**config.mk**
```make
export PLATFORM = sky130hd
export DESIGN_NAME = iorm_bank
export DESIGN_NICKNAME = d
export VERILOG_FILES = /design/src/shared/iorm_pkg.sv /design/src/design/iorm_bank.sv
export VERILOG_INCLUDE_DIRS = /design/src /design/src/shared
export SDC_FILE = /design/constraint.sdc
export NUM_CORES = 1
export LEC_CHECK = 0
export ABC_AREA = 1
export BUFFER_PORTS_ARGS = -buffer_cell sky130_fd_sc_hd__buf_2
export CORE_MARGIN = 8
export CORE_UTILIZATION = 35
export DETAILED_ROUTE_END_ITERATION = 7
export PLACE_DENSITY_LB_ADDON = 0.1
export SLEW_MARGIN = 20
export SYNTH_ARGS = -nofsm -noshare
export SYNTH_HDL_FRONTEND = slang
export SYNTH_SLANG_ARGS = --single-unit
```
**constraint.sdc**
```tcl
create_clock -name clk -period 1.7 [get_ports clk]
set_input_delay 0.085 -clock clk [delete_from_list [all_inputs] [get_ports clk]]
set_output_delay 0.085 -clock clk [all_outputs]
set_load 0.005 [all_outputs]
```
**src/shared/iorm_map.svh**
```systemverilog
`ifndef IORM_MAP_SVH
`define IORM_MAP_SVH
// Register offsets within the 64-entry I/O space.
`define IORM_ADC_CONTROL_B 6'h03
`define IORM_CONVERSION_RESULT_LOW 6'h04
`define IORM_CONVERSION_RESULT_HIGH 6'h05
`define IORM_CONVERTER_CONTROL_STATUS 6'h06
`define IORM_CONVERTER_INPUT_SELECT 6'h07
`define IORM_COMPARATOR_CONTROL_STATUS 6'h08
`define IORM_SERIAL_UNIT_CONTROL 6'h0d
`define IORM_SERIAL_UNIT_STATUS 6'h0e
`define IORM_SERIAL_UNIT_SHIFT_DATA 6'h0f
`define IORM_SERIAL_UNIT_BUFFER 6'h10
`define IORM_GENERAL_PURPOSE_STORE_0 6'h11
`define IORM_GENERAL_PURPOSE_STORE_1 6'h12
`define IORM_GENERAL_PURPOSE_STORE_2 6'h13
`define IORM_DIGITAL_INPUT_DISABLE 6'h14
`define IORM_PIN_CHANGE_MASK 6'h15
`define IORM_PORT_B_PIN_LEVELS 6'h16
`define IORM_PORT_B_DIRECTION 6'h17
`define IORM_PORT_B_OUTPUT_LATCH 6'h18
`define IORM_EEPROM_CONTROL 6'h1c
`define IORM_EEPROM_DATA 6'h1d
`define IORM_EEPROM_ADDRESS_LOW 6'h1e
`define IORM_EEPROM_ADDRESS_HIGH 6'h1f
`define IORM_POWER_REDUCTION 6'h20
`define IORM_WATCHDOG_CONTROL 6'h21
`define IORM_DEBUG_WIRE_DATA 6'h22
`define IORM_DEAD_TIME_PRESCALER 6'h23
`define IORM_DEAD_TIME_CHANNEL_B 6'h24
`define IORM_DEAD_TIME_CHANNEL_A 6'h25
`define IORM_CLOCK_PRESCALE 6'h26
`define IORM_PLL_CONTROL_STATUS 6'h27
`define IORM_TIMER0_COMPARE_B 6'h28
`define IORM_TIMER0_COMPARE_A 6'h29
`define IORM_TIMER0_CONTROL_A 6'h2a
`define IORM_TIMER1_COMPARE_B 6'h2b
`define IORM_GENERAL_TIMER_CONTROL 6'h2c
`define IORM_TIMER1_COMPARE_C 6'h2d
`define IORM_TIMER1_COMPARE_A 6'h2e
`define IORM_TIMER1_COUNT 6'h2f
`define IORM_TIMER1_CONTROL 6'h30
`define IORM_OSCILLATOR_CALIBRATION 6'h31
`define IORM_TIMER0_COUNT 6'h32
`define IORM_TIMER0_CONTROL_B 6'h33
`define IORM_RESET_CAUSE_STATUS 6'h34
`define IORM_CORE_CONTROL 6'h35
`define IORM_SELF_PROGRAMMING_CONTROL 6'h37
`define IORM_TIMER_INTERRUPT_FLAGS 6'h38
`define IORM_TIMER_INTERRUPT_ENABLES 6'h39
`define IORM_EXTERNAL_INTERRUPT_FLAGS 6'h3a
// Highest address that single-bit operations reach.
`define IORM_BIT_OP_LAST 6'h1f
// Implemented-bit masks for registers that hold reserved positions.
`define IORM_M_ADC_CONTROL_B 8'he7
`define IORM_M_COMPARATOR 8'hfb
`define IORM_M_SIX_LOW 8'h3f
`define IORM_M_EEPROM_ADDRESS_HIGH 8'h01
`define IORM_M_POWER_REDUCTION 8'h0f
`define IORM_M_DEAD_TIME_PRESCALER 8'h03
`define IORM_M_PLL 8'h87
`define IORM_M_CLOCK_PRESCALE 8'h8f
`define IORM_M_TIMER0_CONTROL_A 8'hf3
`define IORM_M_TIMER0_CONTROL_B 8'hcf
`define IORM_M_RESET_CAUSE 8'h0f
`define IORM_M_TIMER_FLAGS 8'h7e
`define IORM_M_EXTERNAL_FLAGS 8'h60
// Write-one-to-clear flag positions.
`define IORM_W1C_CONVERTER 8'h10
`define IORM_W1C_COMPARATOR 8'h10
`define IORM_W1C_SERIAL_STATUS 8'he0
`define IORM_W1C_WATCHDOG 8'h80
// Reset value of every stored bit.
`define IORM_RESET_VALUE 8'h00
`endif

```
**src/shared/iorm_pkg.sv**
```systemverilog
package iorm_pkg;
  // Access kinds issued by the core, one-hot.
  typedef enum logic [5:0] {
    IORM_OP_READ = 6'b00_0001,
    IORM_OP_WRITE = 6'b00_0010,
    IORM_SET_SINGLE_BIT_OP = 6'b00_0100,
    IORM_CLEAR_SINGLE_BIT_OP = 6'b00_1000,
    IORM_SKIP_IF_BIT_SET_OP = 6'b01_0000,
    IORM_SKIP_IF_BIT_CLEAR_OP = 6'b10_0000
  } iorm_op_t;
  // One access from the core.
  typedef struct packed {
    logic valid;
    iorm_op_t op;
    logic [5:0] addr;
    logic [2:0] bit_sel;
    logic [7:0] wdata;
  } iorm_req_t;
  // Answer to an access, one cycle later.
  typedef struct packed {
    logic valid;
    logic [7:0] rdata;
    logic skip;
    logic refused;
  } iorm_rsp_t;
  // Flag-setting events from the peripherals, one byte per flag register.
  typedef struct packed {
    logic [7:0] converter;
    logic [7:0] comparator;
    logic [7:0] serial_status;
    logic [7:0] watchdog;
    logic [7:0] timer_flags;
    logic [7:0] external_flags;
  } iorm_evt_t;
  // Live values of the read-only registers fed by peripherals; the pin levels come from port_b_pins.
  typedef struct packed {
    logic [7:0] result_low;
    logic [7:0] result_high;
    logic [7:0] serial_buffer;
  } iorm_ro_t;
endpackage

```
**src/design/iorm_bank.sv**
```systemverilog
// Operation
// - Addresses 0x00 to 0x1F allow single-bit set and clear; higher ones refuse.
// - Addresses 0x00 to 0x1F allow testing one bit for a skip decision.
// - Status flags clear on writing one; writing zero leaves them unchanged.
// - Single-bit set or clear touches only the addressed bit; a set on a flag position clears that flag.
`timescale 1ns/1ps
`include "iorm_map.svh"
module iorm_bank
  import iorm_pkg::*;
#(
  parameter int PIN_COUNT = 6
) (
  // Clock and reset.
  input wire logic clk,
  input wire logic arst_n,
  // Core load/store port.
  input wire iorm_req_t req_i,
  output iorm_rsp_t rsp_o,
  // Peripheral side.
  input wire iorm_evt_t evt_i,
  input wire iorm_ro_t ro_i,
  input wire logic [PIN_COUNT-1:0] port_b_pins,
  // Stored register contents, one byte per address.
  output logic [63:0][7:0] regs_o
);

  // The port holds six pins; the pin register is one byte wide.
  if (PIN_COUNT < 1 || PIN_COUNT > 8) begin : g_bad_pins
    $error("PIN_COUNT must lie between 1 and 8.");
  end

  // Bits that exist at each address; zero marks a reserved position.
  function automatic logic [7:0] impl_mask(input logic [5:0] a);
    logic [7:0] m;
    m = 8'h00;
    unique case (a)
      `IORM_ADC_CONTROL_B: m = `IORM_M_ADC_CONTROL_B;
      `IORM_COMPARATOR_CONTROL_STATUS: m = `IORM_M_COMPARATOR;
      `IORM_EEPROM_CONTROL, `IORM_SELF_PROGRAMMING_CONTROL: m = `IORM_M_SIX_LOW;
      `IORM_DIGITAL_INPUT_DISABLE, `IORM_PIN_CHANGE_MASK: m = `IORM_M_SIX_LOW;
      `IORM_PORT_B_PIN_LEVELS, `IORM_PORT_B_DIRECTION: m = `IORM_M_SIX_LOW;
      `IORM_PORT_B_OUTPUT_LATCH: m = `IORM_M_SIX_LOW;
      `IORM_EEPROM_ADDRESS_HIGH: m = `IORM_M_EEPROM_ADDRESS_HIGH;
      `IORM_POWER_REDUCTION: m = `IORM_M_POWER_REDUCTION;
      `IORM_DEAD_TIME_PRESCALER: m = `IORM_M_DEAD_TIME_PRESCALER;
      `IORM_PLL_CONTROL_STATUS: m = `IORM_M_PLL;
      `IORM_CLOCK_PRESCALE: m = `IORM_M_CLOCK_PRESCALE;
      `IORM_TIMER0_CONTROL_A: m = `IORM_M_TIMER0_CONTROL_A;
      `IORM_TIMER0_CONTROL_B: m = `IORM_M_TIMER0_CONTROL_B;
      `IORM_RESET_CAUSE_STATUS: m = `IORM_M_RESET_CAUSE;
      `IORM_TIMER_INTERRUPT_FLAGS, `IORM_TIMER_INTERRUPT_ENABLES: m = `IORM_M_TIMER_FLAGS;
      `IORM_EXTERNAL_INTERRUPT_FLAGS: m = `IORM_M_EXTERNAL_FLAGS;
      `IORM_CONVERSION_RESULT_LOW, `IORM_CONVERSION_RESULT_HIGH,
      `IORM_CONVERTER_CONTROL_STATUS, `IORM_CONVERTER_INPUT_SELECT,
      `IORM_SERIAL_UNIT_CONTROL, `IORM_SERIAL_UNIT_STATUS,
      `IORM_SERIAL_UNIT_SHIFT_DATA, `IORM_SERIAL_UNIT_BUFFER,
      `IORM_GENERAL_PURPOSE_STORE_0, `IORM_GENERAL_PURPOSE_STORE_1,
      `IORM_GENERAL_PURPOSE_STORE_2, `IORM_EEPROM_DATA,
      `IORM_EEPROM_ADDRESS_LOW, `IORM_WATCHDOG_CONTROL,
      `IORM_DEBUG_WIRE_DATA, `IORM_DEAD_TIME_CHANNEL_B,
      `IORM_DEAD_TIME_CHANNEL_A, `IORM_TIMER0_COMPARE_B,
      `IORM_TIMER0_COMPARE_A, `IORM_TIMER1_COMPARE_B,
      `IORM_GENERAL_TIMER_CONTROL, `IORM_TIMER1_COMPARE_C,
      `IORM_TIMER1_COMPARE_A, `IORM_TIMER1_COUNT,
      `IORM_TIMER1_CONTROL, `IORM_OSCILLATOR_CALIBRATION,
      `IORM_TIMER0_COUNT, `IORM_CORE_CONTROL: m = 8'hff;
      default: m = 8'h00;
    endcase
    return m;
  endfunction

  // Flag positions that clear when written with one.
  function automatic logic [7:0] w1c_mask(input logic [5:0] a);
    logic [7:0] m;
    m = 8'h00;
    unique case (a)
      `IORM_CONVERTER_CONTROL_STATUS: m = `IORM_W1C_CONVERTER;
      `IORM_COMPARATOR_CONTROL_STATUS: m = `IORM_W1C_COMPARATOR;
      `IORM_SERIAL_UNIT_STATUS: m = `IORM_W1C_SERIAL_STATUS;
      `IORM_WATCHDOG_CONTROL: m = `IORM_W1C_WATCHDOG;
      `IORM_TIMER_INTERRUPT_FLAGS: m = `IORM_M_TIMER_FLAGS;
      `IORM_EXTERNAL_INTERRUPT_FLAGS: m = `IORM_M_EXTERNAL_FLAGS;
      default: m = 8'h00;
    endcase
    return m;
  endfunction

  // Registers whose value comes live from a peripheral or the pins.
  function automatic logic is_ro(input logic [5:0] a);
    return a == `IORM_CONVERSION_RESULT_LOW || a == `IORM_CONVERSION_RESULT_HIGH ||
           a == `IORM_SERIAL_UNIT_BUFFER || a == `IORM_PORT_B_PIN_LEVELS;
  endfunction

  // Flag-setting events routed to the register they belong to.
  function automatic logic [7:0] evt_of(input logic [5:0] a, input iorm_evt_t e);
    logic [7:0] v;
    v = 8'h00;
    unique case (a)
      `IORM_CONVERTER_CONTROL_STATUS: v = e.converter;
      `IORM_COMPARATOR_CONTROL_STATUS: v = e.comparator;
      `IORM_SERIAL_UNIT_STATUS: v = e.serial_status;
      `IORM_WATCHDOG_CONTROL: v = e.watchdog;
      `IORM_TIMER_INTERRUPT_FLAGS: v = e.timer_flags;
      `IORM_EXTERNAL_INTERRUPT_FLAGS: v = e.external_flags;
      default: v = 8'h00;
    endcase
    return v & w1c_mask(a);
  endfunction

  logic [PIN_COUNT-1:0] pin_meta_q;
  logic [PIN_COUNT-1:0] pin_sync_q;
  logic [63:0][7:0] store_q;
  logic bit_op;
  logic test_op;
  logic low_addr;
  logic [7:0] cur_val;
  logic [7:0] rd_data;
  logic [7:0] sel_bit;
  iorm_rsp_t rsp_d;
  iorm_rsp_t rsp_q;

  // Pins come from outside the clock domain, so they pass two flip-flops.
  for (genvar p = 0; p < PIN_COUNT; p++) begin : g_pin_sync
    always_ff @(posedge clk or negedge arst_n) begin
      if (!arst_n) begin
        pin_meta_q[p] <= 1'b0;
        pin_sync_q[p] <= 1'b0;
      end else begin
        pin_meta_q[p] <= port_b_pins[p];
        pin_sync_q[p] <= pin_meta_q[p];
      end
    end
  end

  // Decode of the current access.
  assign bit_op = req_i.valid &&
                  (req_i.op == IORM_SET_SINGLE_BIT_OP || req_i.op == IORM_CLEAR_SINGLE_BIT_OP);
  assign test_op = req_i.valid &&
                   (req_i.op == IORM_SKIP_IF_BIT_SET_OP || req_i.op == IORM_SKIP_IF_BIT_CLEAR_OP);
  assign low_addr = req_i.addr <= `IORM_BIT_OP_LAST;
  assign sel_bit = 8'h01 << req_i.bit_sel;
  assign cur_val = store_q[req_i.addr];

  // Read value: live sources for read-only registers, zero in reserved places.
  always_comb begin
    rd_data = cur_val & impl_mask(req_i.addr);
    unique case (req_i.addr)
      `IORM_CONVERSION_RESULT_LOW: rd_data = ro_i.result_low;
      `IORM_CONVERSION_RESULT_HIGH: rd_data = ro_i.result_high;
      `IORM_SERIAL_UNIT_BUFFER: rd_data = ro_i.serial_buffer;
      `IORM_PORT_B_PIN_LEVELS: rd_data = 8'(pin_sync_q) & `IORM_M_SIX_LOW;
      default: ;
    endcase
  end

  // One storage byte per address; each entry decides its own next value.
  for (genvar a = 0; a < 64; a++) begin : g_entry
    localparam logic [5:0] ADDR = 6'(a);
    localparam logic [7:0] IMPL = impl_mask(ADDR);
    localparam logic [7:0] W1C = w1c_mask(ADDR);
    localparam logic [7:0] KEEP = is_ro(ADDR) ? 8'h00 : IMPL;
    localparam logic [7:0] RW = KEEP & ~W1C;
    logic hit;
    logic [7:0] nxt_d;
    assign hit = req_i.valid && req_i.addr == ADDR;
    always_comb begin
      nxt_d = store_q[a];
      if (hit) begin
        unique case (req_i.op)
          IORM_OP_WRITE: begin
            // Flags drop only where a one is written; plain bits take the data.
            nxt_d = (store_q[a] & W1C & ~req_i.wdata) | (req_i.wdata & RW);
          end
          IORM_SET_SINGLE_BIT_OP: begin
            if (low_addr) begin
              // Setting a flag position writes one to it, which clears that flag alone.
              nxt_d = (store_q[a] & ~(sel_bit & W1C)) | (sel_bit & RW);
            end
          end
          IORM_CLEAR_SINGLE_BIT_OP: begin
            if (low_addr) begin
              // Writing zero to a flag leaves it, so only plain bits clear.
              nxt_d = store_q[a] & ~(sel_bit & RW);
            end
          end
          default: ;
        endcase
      end
      // A peripheral event in the same cycle as a clear wins.
      nxt_d = (nxt_d | evt_of(ADDR, evt_i)) & KEEP;
    end
    always_ff @(posedge clk or negedge arst_n) begin
      if (!arst_n) begin
        store_q[a] <= `IORM_RESET_VALUE;
      end else begin
        store_q[a] <= nxt_d;
      end
    end
  end

  // Answer to the core, registered one cycle after the access.
  always_comb begin
    rsp_d = '0;
    rsp_d.valid = req_i.valid;
    if (req_i.valid) begin
      rsp_d.rdata = rd_data;
      rsp_d.refused = (bit_op || test_op) && !low_addr;
      if (test_op && low_addr) begin
        // The skip decision on the addressed bit.
        rsp_d.skip = (req_i.op == IORM_SKIP_IF_BIT_SET_OP) ?
                     rd_data[req_i.bit_sel] : !rd_data[req_i.bit_sel];
      end
    end
  end

  always_ff @(posedge clk or negedge arst_n) begin
    if (!arst_n) begin
      rsp_q <= '0;
    end else begin
      rsp_q <= rsp_d;
    end
  end

  assign rsp_o = rsp_q;
  assign regs_o = store_q;

  // A bit operation above the low range changes nothing and is refused.
  a_bitop_high_refused: assert property (@(posedge clk) disable iff (!arst_n)
    (bit_op && !low_addr && evt_i == '0) |=>
      rsp_o.refused && regs_o[$past(req_i.addr)] == $past(cur_val))
    else $error("Bit operation above the low range was not refused.");

  // A bit test in the low range reports the addressed bit.
  a_bit_test_skip: assert property (@(posedge clk) disable iff (!arst_n)
    (test_op && low_addr) |=> rsp_o.valid && !rsp_o.refused &&
      rsp_o.skip == ($past(req_i.op) == IORM_SKIP_IF_BIT_SET_OP ?
                     $past(rd_data[req_i.bit_sel]) : !$past(rd_data[req_i.bit_sel])))
    else $error("Bit test gave the wrong skip decision.");

  // A bit test on a stored register agrees with the byte that the bank holds.
  a_bit_test_store: assert property (@(posedge clk) disable iff (!arst_n)
    (test_op && low_addr && !is_ro(req_i.addr)) |=>
      rsp_o.skip == ($past(req_i.op) == IORM_SKIP_IF_BIT_SET_OP ?
                     $past(regs_o[req_i.addr][req_i.bit_sel]) : !$past(regs_o[req_i.addr][req_i.bit_sel])))
    else $error("Bit test disagreed with the stored bit.");

  // Writing zero to the timer flags keeps them.
  a_flag_zero_keeps: assert property (@(posedge clk) disable iff (!arst_n)
    (req_i.valid && req_i.op == IORM_OP_WRITE && req_i.addr == `IORM_TIMER_INTERRUPT_FLAGS &&
     req_i.wdata == 8'h00 && evt_i == '0) |=>
      regs_o[`IORM_TIMER_INTERRUPT_FLAGS] == $past(regs_o[`IORM_TIMER_INTERRUPT_FLAGS]))
    else $error("Writing zero changed a status flag.");

  // Writing ones to the timer flags clears them all, unless an event sets one again.
  a_flag_one_clears: assert property (@(posedge clk) disable iff (!arst_n)
    (req_i.valid && req_i.op == IORM_OP_WRITE && req_i.addr == `IORM_TIMER_INTERRUPT_FLAGS &&
     (req_i.wdata & `IORM_M_TIMER_FLAGS) == `IORM_M_TIMER_FLAGS && evt_i.timer_flags == 8'h00) |=>
      regs_o[`IORM_TIMER_INTERRUPT_FLAGS] == 8'h00)
    else $error("Writing one did not clear a status flag.");

  // A set or clear in the low range leaves every other bit as it was.
  a_bitop_only_target: assert property (@(posedge clk) disable iff (!arst_n)
    (bit_op && low_addr && evt_i == '0) |=>
      ((regs_o[$past(req_i.addr)] ^ $past(cur_val)) & ~$past(sel_bit)) == 8'h00)
    else $error("Bit operation disturbed a neighbouring bit.");

  // Reserved addresses read as zero.
  a_reserved_reads_zero: assert property (@(posedge clk) disable iff (!arst_n)
    (req_i.valid && req_i.op == IORM_OP_READ && impl_mask(req_i.addr) == 8'h00) |=>
      rsp_o.rdata == 8'h00)
    else $error("Reserved address read as nonzero.");

endmodule

```
==> results of run 1 <==
## area by class of cell
class	instances	area (um2)	area share [%]
diodes	2	5.00	0.0190
clock buffers	56	1160	4.42
clock inverters	12	158	0.600
inverters	123	483	1.84
multi-input cells	1762	8170	31.1
flip-flops and latches	318	7960	30.3
well taps	672	841	3.20
repair buffers	1016	7500	28.5
## worst max-delay path, cell delays in order (launching register included)
cell	delay [ns]
dfrtp_1	0.40
o211ai_1	0.46
nand2_1	0.09
nor2_1	0.14
nand2_1	0.07
nand2_2	0.11
nand3_2	0.08
nand2_2	0.08
nand3_2	0.08
nand2_2	0.06
clkinv_2	0.05
nand2_2	0.08
nand3_2	0.07
nand2_1	0.08
nor2_2	0.03
## worst max path at each step
stage                                        from  slack, ns            endpoint
final                     regs_o[360]$_DFFE_PN0P_      -0.29  rsp_o[1]$_DFF_PN0_
after global routing      regs_o[360]$_DFFE_PN0P_      -0.48  rsp_o[1]$_DFF_PN0_
after CTS                 regs_o[288]$_DFFE_PN0P_      -0.24  rsp_o[1]$_DFF_PN0_
after detailed placement                req_i[12]      -0.77  rsp_o[1]$_DFF_PN0_
after global placement                  req_i[11]      -0.79  rsp_o[1]$_DFF_PN0_
after floorplan                         req_i[12]      -0.20  rsp_o[1]$_DFF_PN0_
## cells in the final DEF (no fill, tap or decap), drive strengths merged
master       netlist  routed
a21boi             1       1
a21oi             49      49
a221oi             6       6
a22oi              4       4
a31o               1       1
a31oi              5       5
a32o               1       1
buf              282     981
bufinv             0       3
clkbuf            56      57
clkinv             3      10
conb               1     217
dfrtp            318     318
diode              0       2
dlygate4sd3        0      34
ha                 7       7
inv              120     122
nand2            731     731
nand3            120     120
nand3b             1       1
nand4              9       9
nor2             116     116
nor3              17      17
nor3b              1       1
nor4               2       2
o211ai            11      11
o21ai            430     430
o22ai             11      11
o31ai              7       7
or2               15      15
## power by group through the flow
stage / clock (uW) / sequential, uW / combinational [uW]
after CTS: 8800 / 7740 / 2360
after floorplan: 0 / 7880 / 1180
after detailed placement: 0 / 7870 / 2270
after global routing: 9120 / 7740 / 2600
final: 8680 / 7740 / 2430
after global placement: 0 / 7870 / 2270
## stage by stage
stage	utilization (%)	hold slack (ns)	std cells	area (um2)
final	52.4	0.0208	3961	26300
after CTS	51.8	0.000147	3951	26000
after global placement	48.3	0.0398	3841	24200
after detailed placement	48.3	0.0310	3841	24200
after floorplan	-	-0.211	2541	18700
after global routing	52.4	0.0277	3961	26300
## routing by layer
layer / part of all wire, % / up-vias
met1: 41 / 9495
met4: 2.8 / 4
met2: 47 / 933
met3: 8.7 / 140
li1: - / 9029
met5: 0.029 / -
## flip-flops by register name (all words and copies together), names as in the netlist
register    cells
rsp_o          11
pin_sync_q      6
regs_o        295
pin_meta_q      6
## what timing repair did
| action | CTS | global route |
|---|---|---|
| hold buffers | 34 | 0 |
| hold endpoints to repair | 346 | 0 |
| pin swaps | 24 | 24 |
| setup endpoints to repair | 4 | 63 |
| resized for setup | 22 | 78 |
| buffers inserted | 8 | 9 |
| cloned | 0 | 4 |
## logic make-up after synthesis
family / share of synthesized area, %
AOI/OAI and AO/OA: 15.5
adders and majority gates: 0.493
and+or+nand+nor: 24.1
buffers and inverters: 15.1
other: 0.0211
DFF: 44.8
==> flow_summary.ini, run 1 <==
[logic_synthesis]
avgSynthCellArea_um2 = 7.64
ys_top_cells_by_count = nand2_1 (713), o21ai_0 (326), dfrtp_1 (318)
synth.area.top_cells = dfrtp_1 (45%), nand2_1 (15%), buf_4 (9.6%), o21ai_0 (9.2%), nand3_1 (3.4%)
async_reset_ff_share_pct = 100
synth_area_um2 = 17800
synth_most_common_cell = nand2_1
synth_flop_cell = dfrtp_1
synth_edf_count = 0
ys.warnings.count = 0
synth_seq_cells = 318
synth.distinct_cells = 43
synth_top_cell_by_area = dfrtp_1
synth-seq-area-share_pct = 44.8
synth_top_area_share_pct = 44.8
synthCells = 2325

[pwr]
power_frac_comb_pct = 12.9
irDropWorstVdd_mv = 0.697
finalPower_uw = 18800
p_clk_share_pct = 46.1
seqPwrFrac_pct = 41.1
cellLeakagePower_uw = 0.0144
switching_share_pct = 26.8
p_int_uw = 13800
power.density_nw_per_um2 = 717
p_sw_uw = 5060

[worst_hold_path]
min_path_type = in2reg
holdPathEnd = rsp_o[9]$_DFF_PN0_
whs_path_depth = 4
min_from = ro_i[15]

[floorplan]
dieArea_um2 = 58200
std_cell_rows = 82
die_x_um = 241
io_pins = 627
start_util_pct = 35.4
core_area_um2 = 50200
die_h_um = 241

[worst_setup_path]
crit_arrival_ns = 2.45
r2r_setup_slack_ns = -0.29
cp-start-kind = flop
required_ns = 2.16
cp_max_fo = 2
cp-end-kind = flop
r2r_cells = 14
rr_endpoint = rsp_o[1]$_DFF_PN0_
critPathKind = reg2reg
timing.rr.start = regs_o[360]$_DFFE_PN0P_

[global_route]
grt_pass1_wl_um = 130000
grt_max_degree = 60
antenna_found_initial = 5
grtUsageMet2_pct = 50.1
top_usage_layer = met2
grt_use_met1_pct = 39.8
grt_pass1_vias = 19200
grtUsageMet3_pct = 5.89
grt.total_usage_pct = 30.2
grt_overflow = 0

[timing]
maxSlewViolCount = 0
worstMarginPinSlew_ns = 0.720
fmax_mhz = 504
fin_skew_ns = 0.0168
setup_violations = 11
rsz0062_at_grt = yes
setup_tns_ns = -0.759
min_period_ns = 1.99
fin_ws_ns = -0.286
slew_headroom_pct = 52.0
post-route-period-util_pct = 117
hold_viol = 0

[final_layout]
final_nets = 3371
fill_cells = 4957
drive_gt1_share_pct = 35.5
area_growth_pct = 48.0

[placement]
dp.final_hpwl_um = 72300
port_buffers = 375
dp_slack_ns = -0.768
gp_congestion = 0.982

[run_status]
violations = setup timing
status = finished, violations left

[job]
drv_cap = 0

[detailed_routing]
via_per_inst = 4.95
drt-pass1-iter-count = 7
wl_per_cell_um = 23.2
drtIter0Drc = 1883
drc_errors = 0
drtAntennaViolNets = 0
wirelength_um = 91900
num_vias = 19600

[clock_tree]
root_buffer = clkbuf_16
numCtsBuffers = 39
cts_tree = yes
clock_path_buffers = 3
insertion_delay_ns = 0.57
path_clk_slew_ns = 0.06
htreeDepth = 2
cts_sinks = 318
(Power assumes the default switching activity.)
==> run 2, diff against run 1 <==
- CORE_AREA: not set -> 8 8 237 239
- CORE_MARGIN: 8 -> not set
- CORE_UTILIZATION: 35 -> not set
- DIE_AREA: not set -> 0 0 245 247
==> flow_summary.ini, run 2 (synthesis results as in run 1) <==
[run_status]
violations = setup timing
status = finished, violations left

[timing]
slew_headroom_pct = 49.0
maxSlewViolCount = 0
post-route-period-util_pct = 115
fin_skew_ns = 0.0191
holdWs_ns = 0.0159
worstMarginPinSlew_ns = 0.764
fmax_mhz = 512
hold_viol = 0
setup_tns_ns = -0.429
fin_ws_ns = -0.254
setup_violations = 3
min_period_ns = 1.95
rsz0062_at_grt = yes

[pwr]
irDropWorstVdd_mv = 0.565
seqPwrFrac_pct = 41.0
cellLeakagePower_uw = 0.0144
p_clk_share_pct = 45.9
p_int_uw = 13700
switching_share_pct = 27.4
power_frac_comb_pct = 13.1
p_sw_uw = 5180
power.density_nw_per_um2 = 718

[worst_setup_path]
slowest_stage = dfrtp_1
required_ns = 2.21
cp_max_fo = 2
crit_path_max_incr_delay_ns = 0.38
crit_family = simple AND/OR/NAND/NOR gates
crit_arrival_ns = 2.47
critPathKind = reg2reg
cp_cell_sequence = or2_4 > o211ai_1 > nand2_1 > nor2_2 > nand2_1 > nand2_2 > nand3_2 > nand2_4 > nand3_2 > nand2_1 > inv_2 > nand2_2 > nand2_2 > nand2_1 > nand2_1 > nor2_2
cp-start-kind = flop
cp.buffers_inverters = 1
cp-end-kind = flop
path_common_cell = nand2_1

[global_route]
antenna_found_initial = 4
grt_pass1_wl_um = 133000
grt.total_usage_pct = 29.5
grt_max_degree = 55
grt_overflow = 0
grt_pass1_vias = 19400

[job]
drv_cap = 0

[placement]
dp.final_hpwl_um = 73300
gp_congestion = 0.954
port_buffers = 375
dp_slack_ns = -0.819

[detailed_routing]
drtAntennaViolNets = 0
wl_per_cell_um = 23.4
drt-pass1-iter-count = 6
wirelength_um = 93100
via_per_inst = 4.91
drtIter0Drc = 1688
drc_errors = 0
num_vias = 19500

[floorplan]
core_area_um2 = 52200
std_cell_rows = 84
start_util_pct = 34.0
die_x_um = 245
die_h_um = 247
dieArea_um2 = 60500
io_pins = 627

[worst_hold_path]
min_path_type = in2reg

[final_layout]
final_nets = 3359
drive_gt1_share_pct = 36.8
largest_reg_flops = 295
area_growth_pct = 48.2
final_core_util_pct = 50.4
final_common_cell = nand2_1
layout_common_cells = nand2_1 (679), buf_4 (541), buf_2 (372), dfrtp_1 (317), o21ai_0 (305)

[clock_tree]
root_buffer = clkbuf_16
path_clk_slew_ns = 0.06
cts_sinks = 318
insertion_delay_ns = 0.58
htreeDepth = 2
numCtsBuffers = 40
clock_path_buffers = 3
cts_tree = yes
[run 2: layout make-up]
| type | count | area [um2] |
|---|---|---|
| Clock buffer | 66 | 1230 |
| Fill cell | 5228 | 25900 |
| Multi-Input combinational cell | 1762 | 8330 |
| Timing Repair Buffer | 1003 | 7340 |
| Antenna cell | 4 | 10.0 |
| Inverter | 123 | 484 |
| Tap cell | 688 | 861 |
| Clock inverter | 7 | 100 |
| Sequential cell | 318 | 7960 |
[run 2: through the flow]
step	power [uW]	cell area, um2	std cells
finish	18900	26300	3971
global route	19500	26300	3969
CTS	19000	26000	3965
detailed placement	10200	24300	3862
global placement	10200	24300	3862
floorplan	9060	18700	2541
[run 2: timing repair]
action | in CTS | in global routing
endpoints found under the setup margin | 8 | 88
hold buffers | 29 | 0
buffers inserted | 9 | 4
endpoints found under the hold margin | 333 | 0
resized for setup | 47 | 94
pin swaps | 34 | 41
[run 2: final timing paths]
| check | cells after the start | to | slack, ns | from |
|---|---|---|---|---|
| max | 16 | rsp_o[1]$_DFF_PN0_ | -0.25 | regs_o[328]$_DFFE_PN0P_ |
| min | 4 | rsp_o[5]$_DFF_PN0_ | 0.02 | ro_i[11] |
| max reg2reg | 16 | rsp_o[1]$_DFF_PN0_ | -0.25 | regs_o[328]$_DFFE_PN0P_ |
| min reg2reg | 0 | pin_sync_q[0]$_DFF_PN0_ | 0.35 | pin_meta_q[0]$_DFF_PN0_ |
| max in group asynchronous | 3 | regs_o[346]$_DFFE_PN0P_ | 0.44 | arst_n |
| min in group asynchronous | 3 | regs_o[429]$_DFFE_PN0P_ | 0.15 | arst_n |
[run 2: power groups by stage]
stage                     Sequential, uW  Combinational [uW]  Clock [uW]
final                               7740                2470        8680
after global routing                7740                2650        9140
after CTS                           7730                2400        8810
after detailed placement            7870                2310           0
after global placement              7870                2310           0
after floorplan                     7880                1180           0
[run 2: routing by layer]
| layer | routed length [um] | track usage [%] | vias to the layer above | share of wire [%] |
|---|---|---|---|---|
| met5 | 0 | 0 | - | 0 |
| met4 | 2350 | 8.45 | 0 | 2.5 |
| met3 | 6260 | 4.79 | 123 | 6.7 |
| met2 | 44700 | 49.5 | 826 | 48 |
| met1 | 39700 | 38.9 | 9516 | 43 |
| li1 | - | - | 9021 | - |
[run 2: worst register-to-register path, delay by kind of cell (launching register included)]
family                 cells  cell delay (ns)
AO/OA/AOI/OAI              1             0.13
buffers and inverters      1             0.04
flip-flops                 1             0.38
AND/OR/NAND/NOR           14             1.36
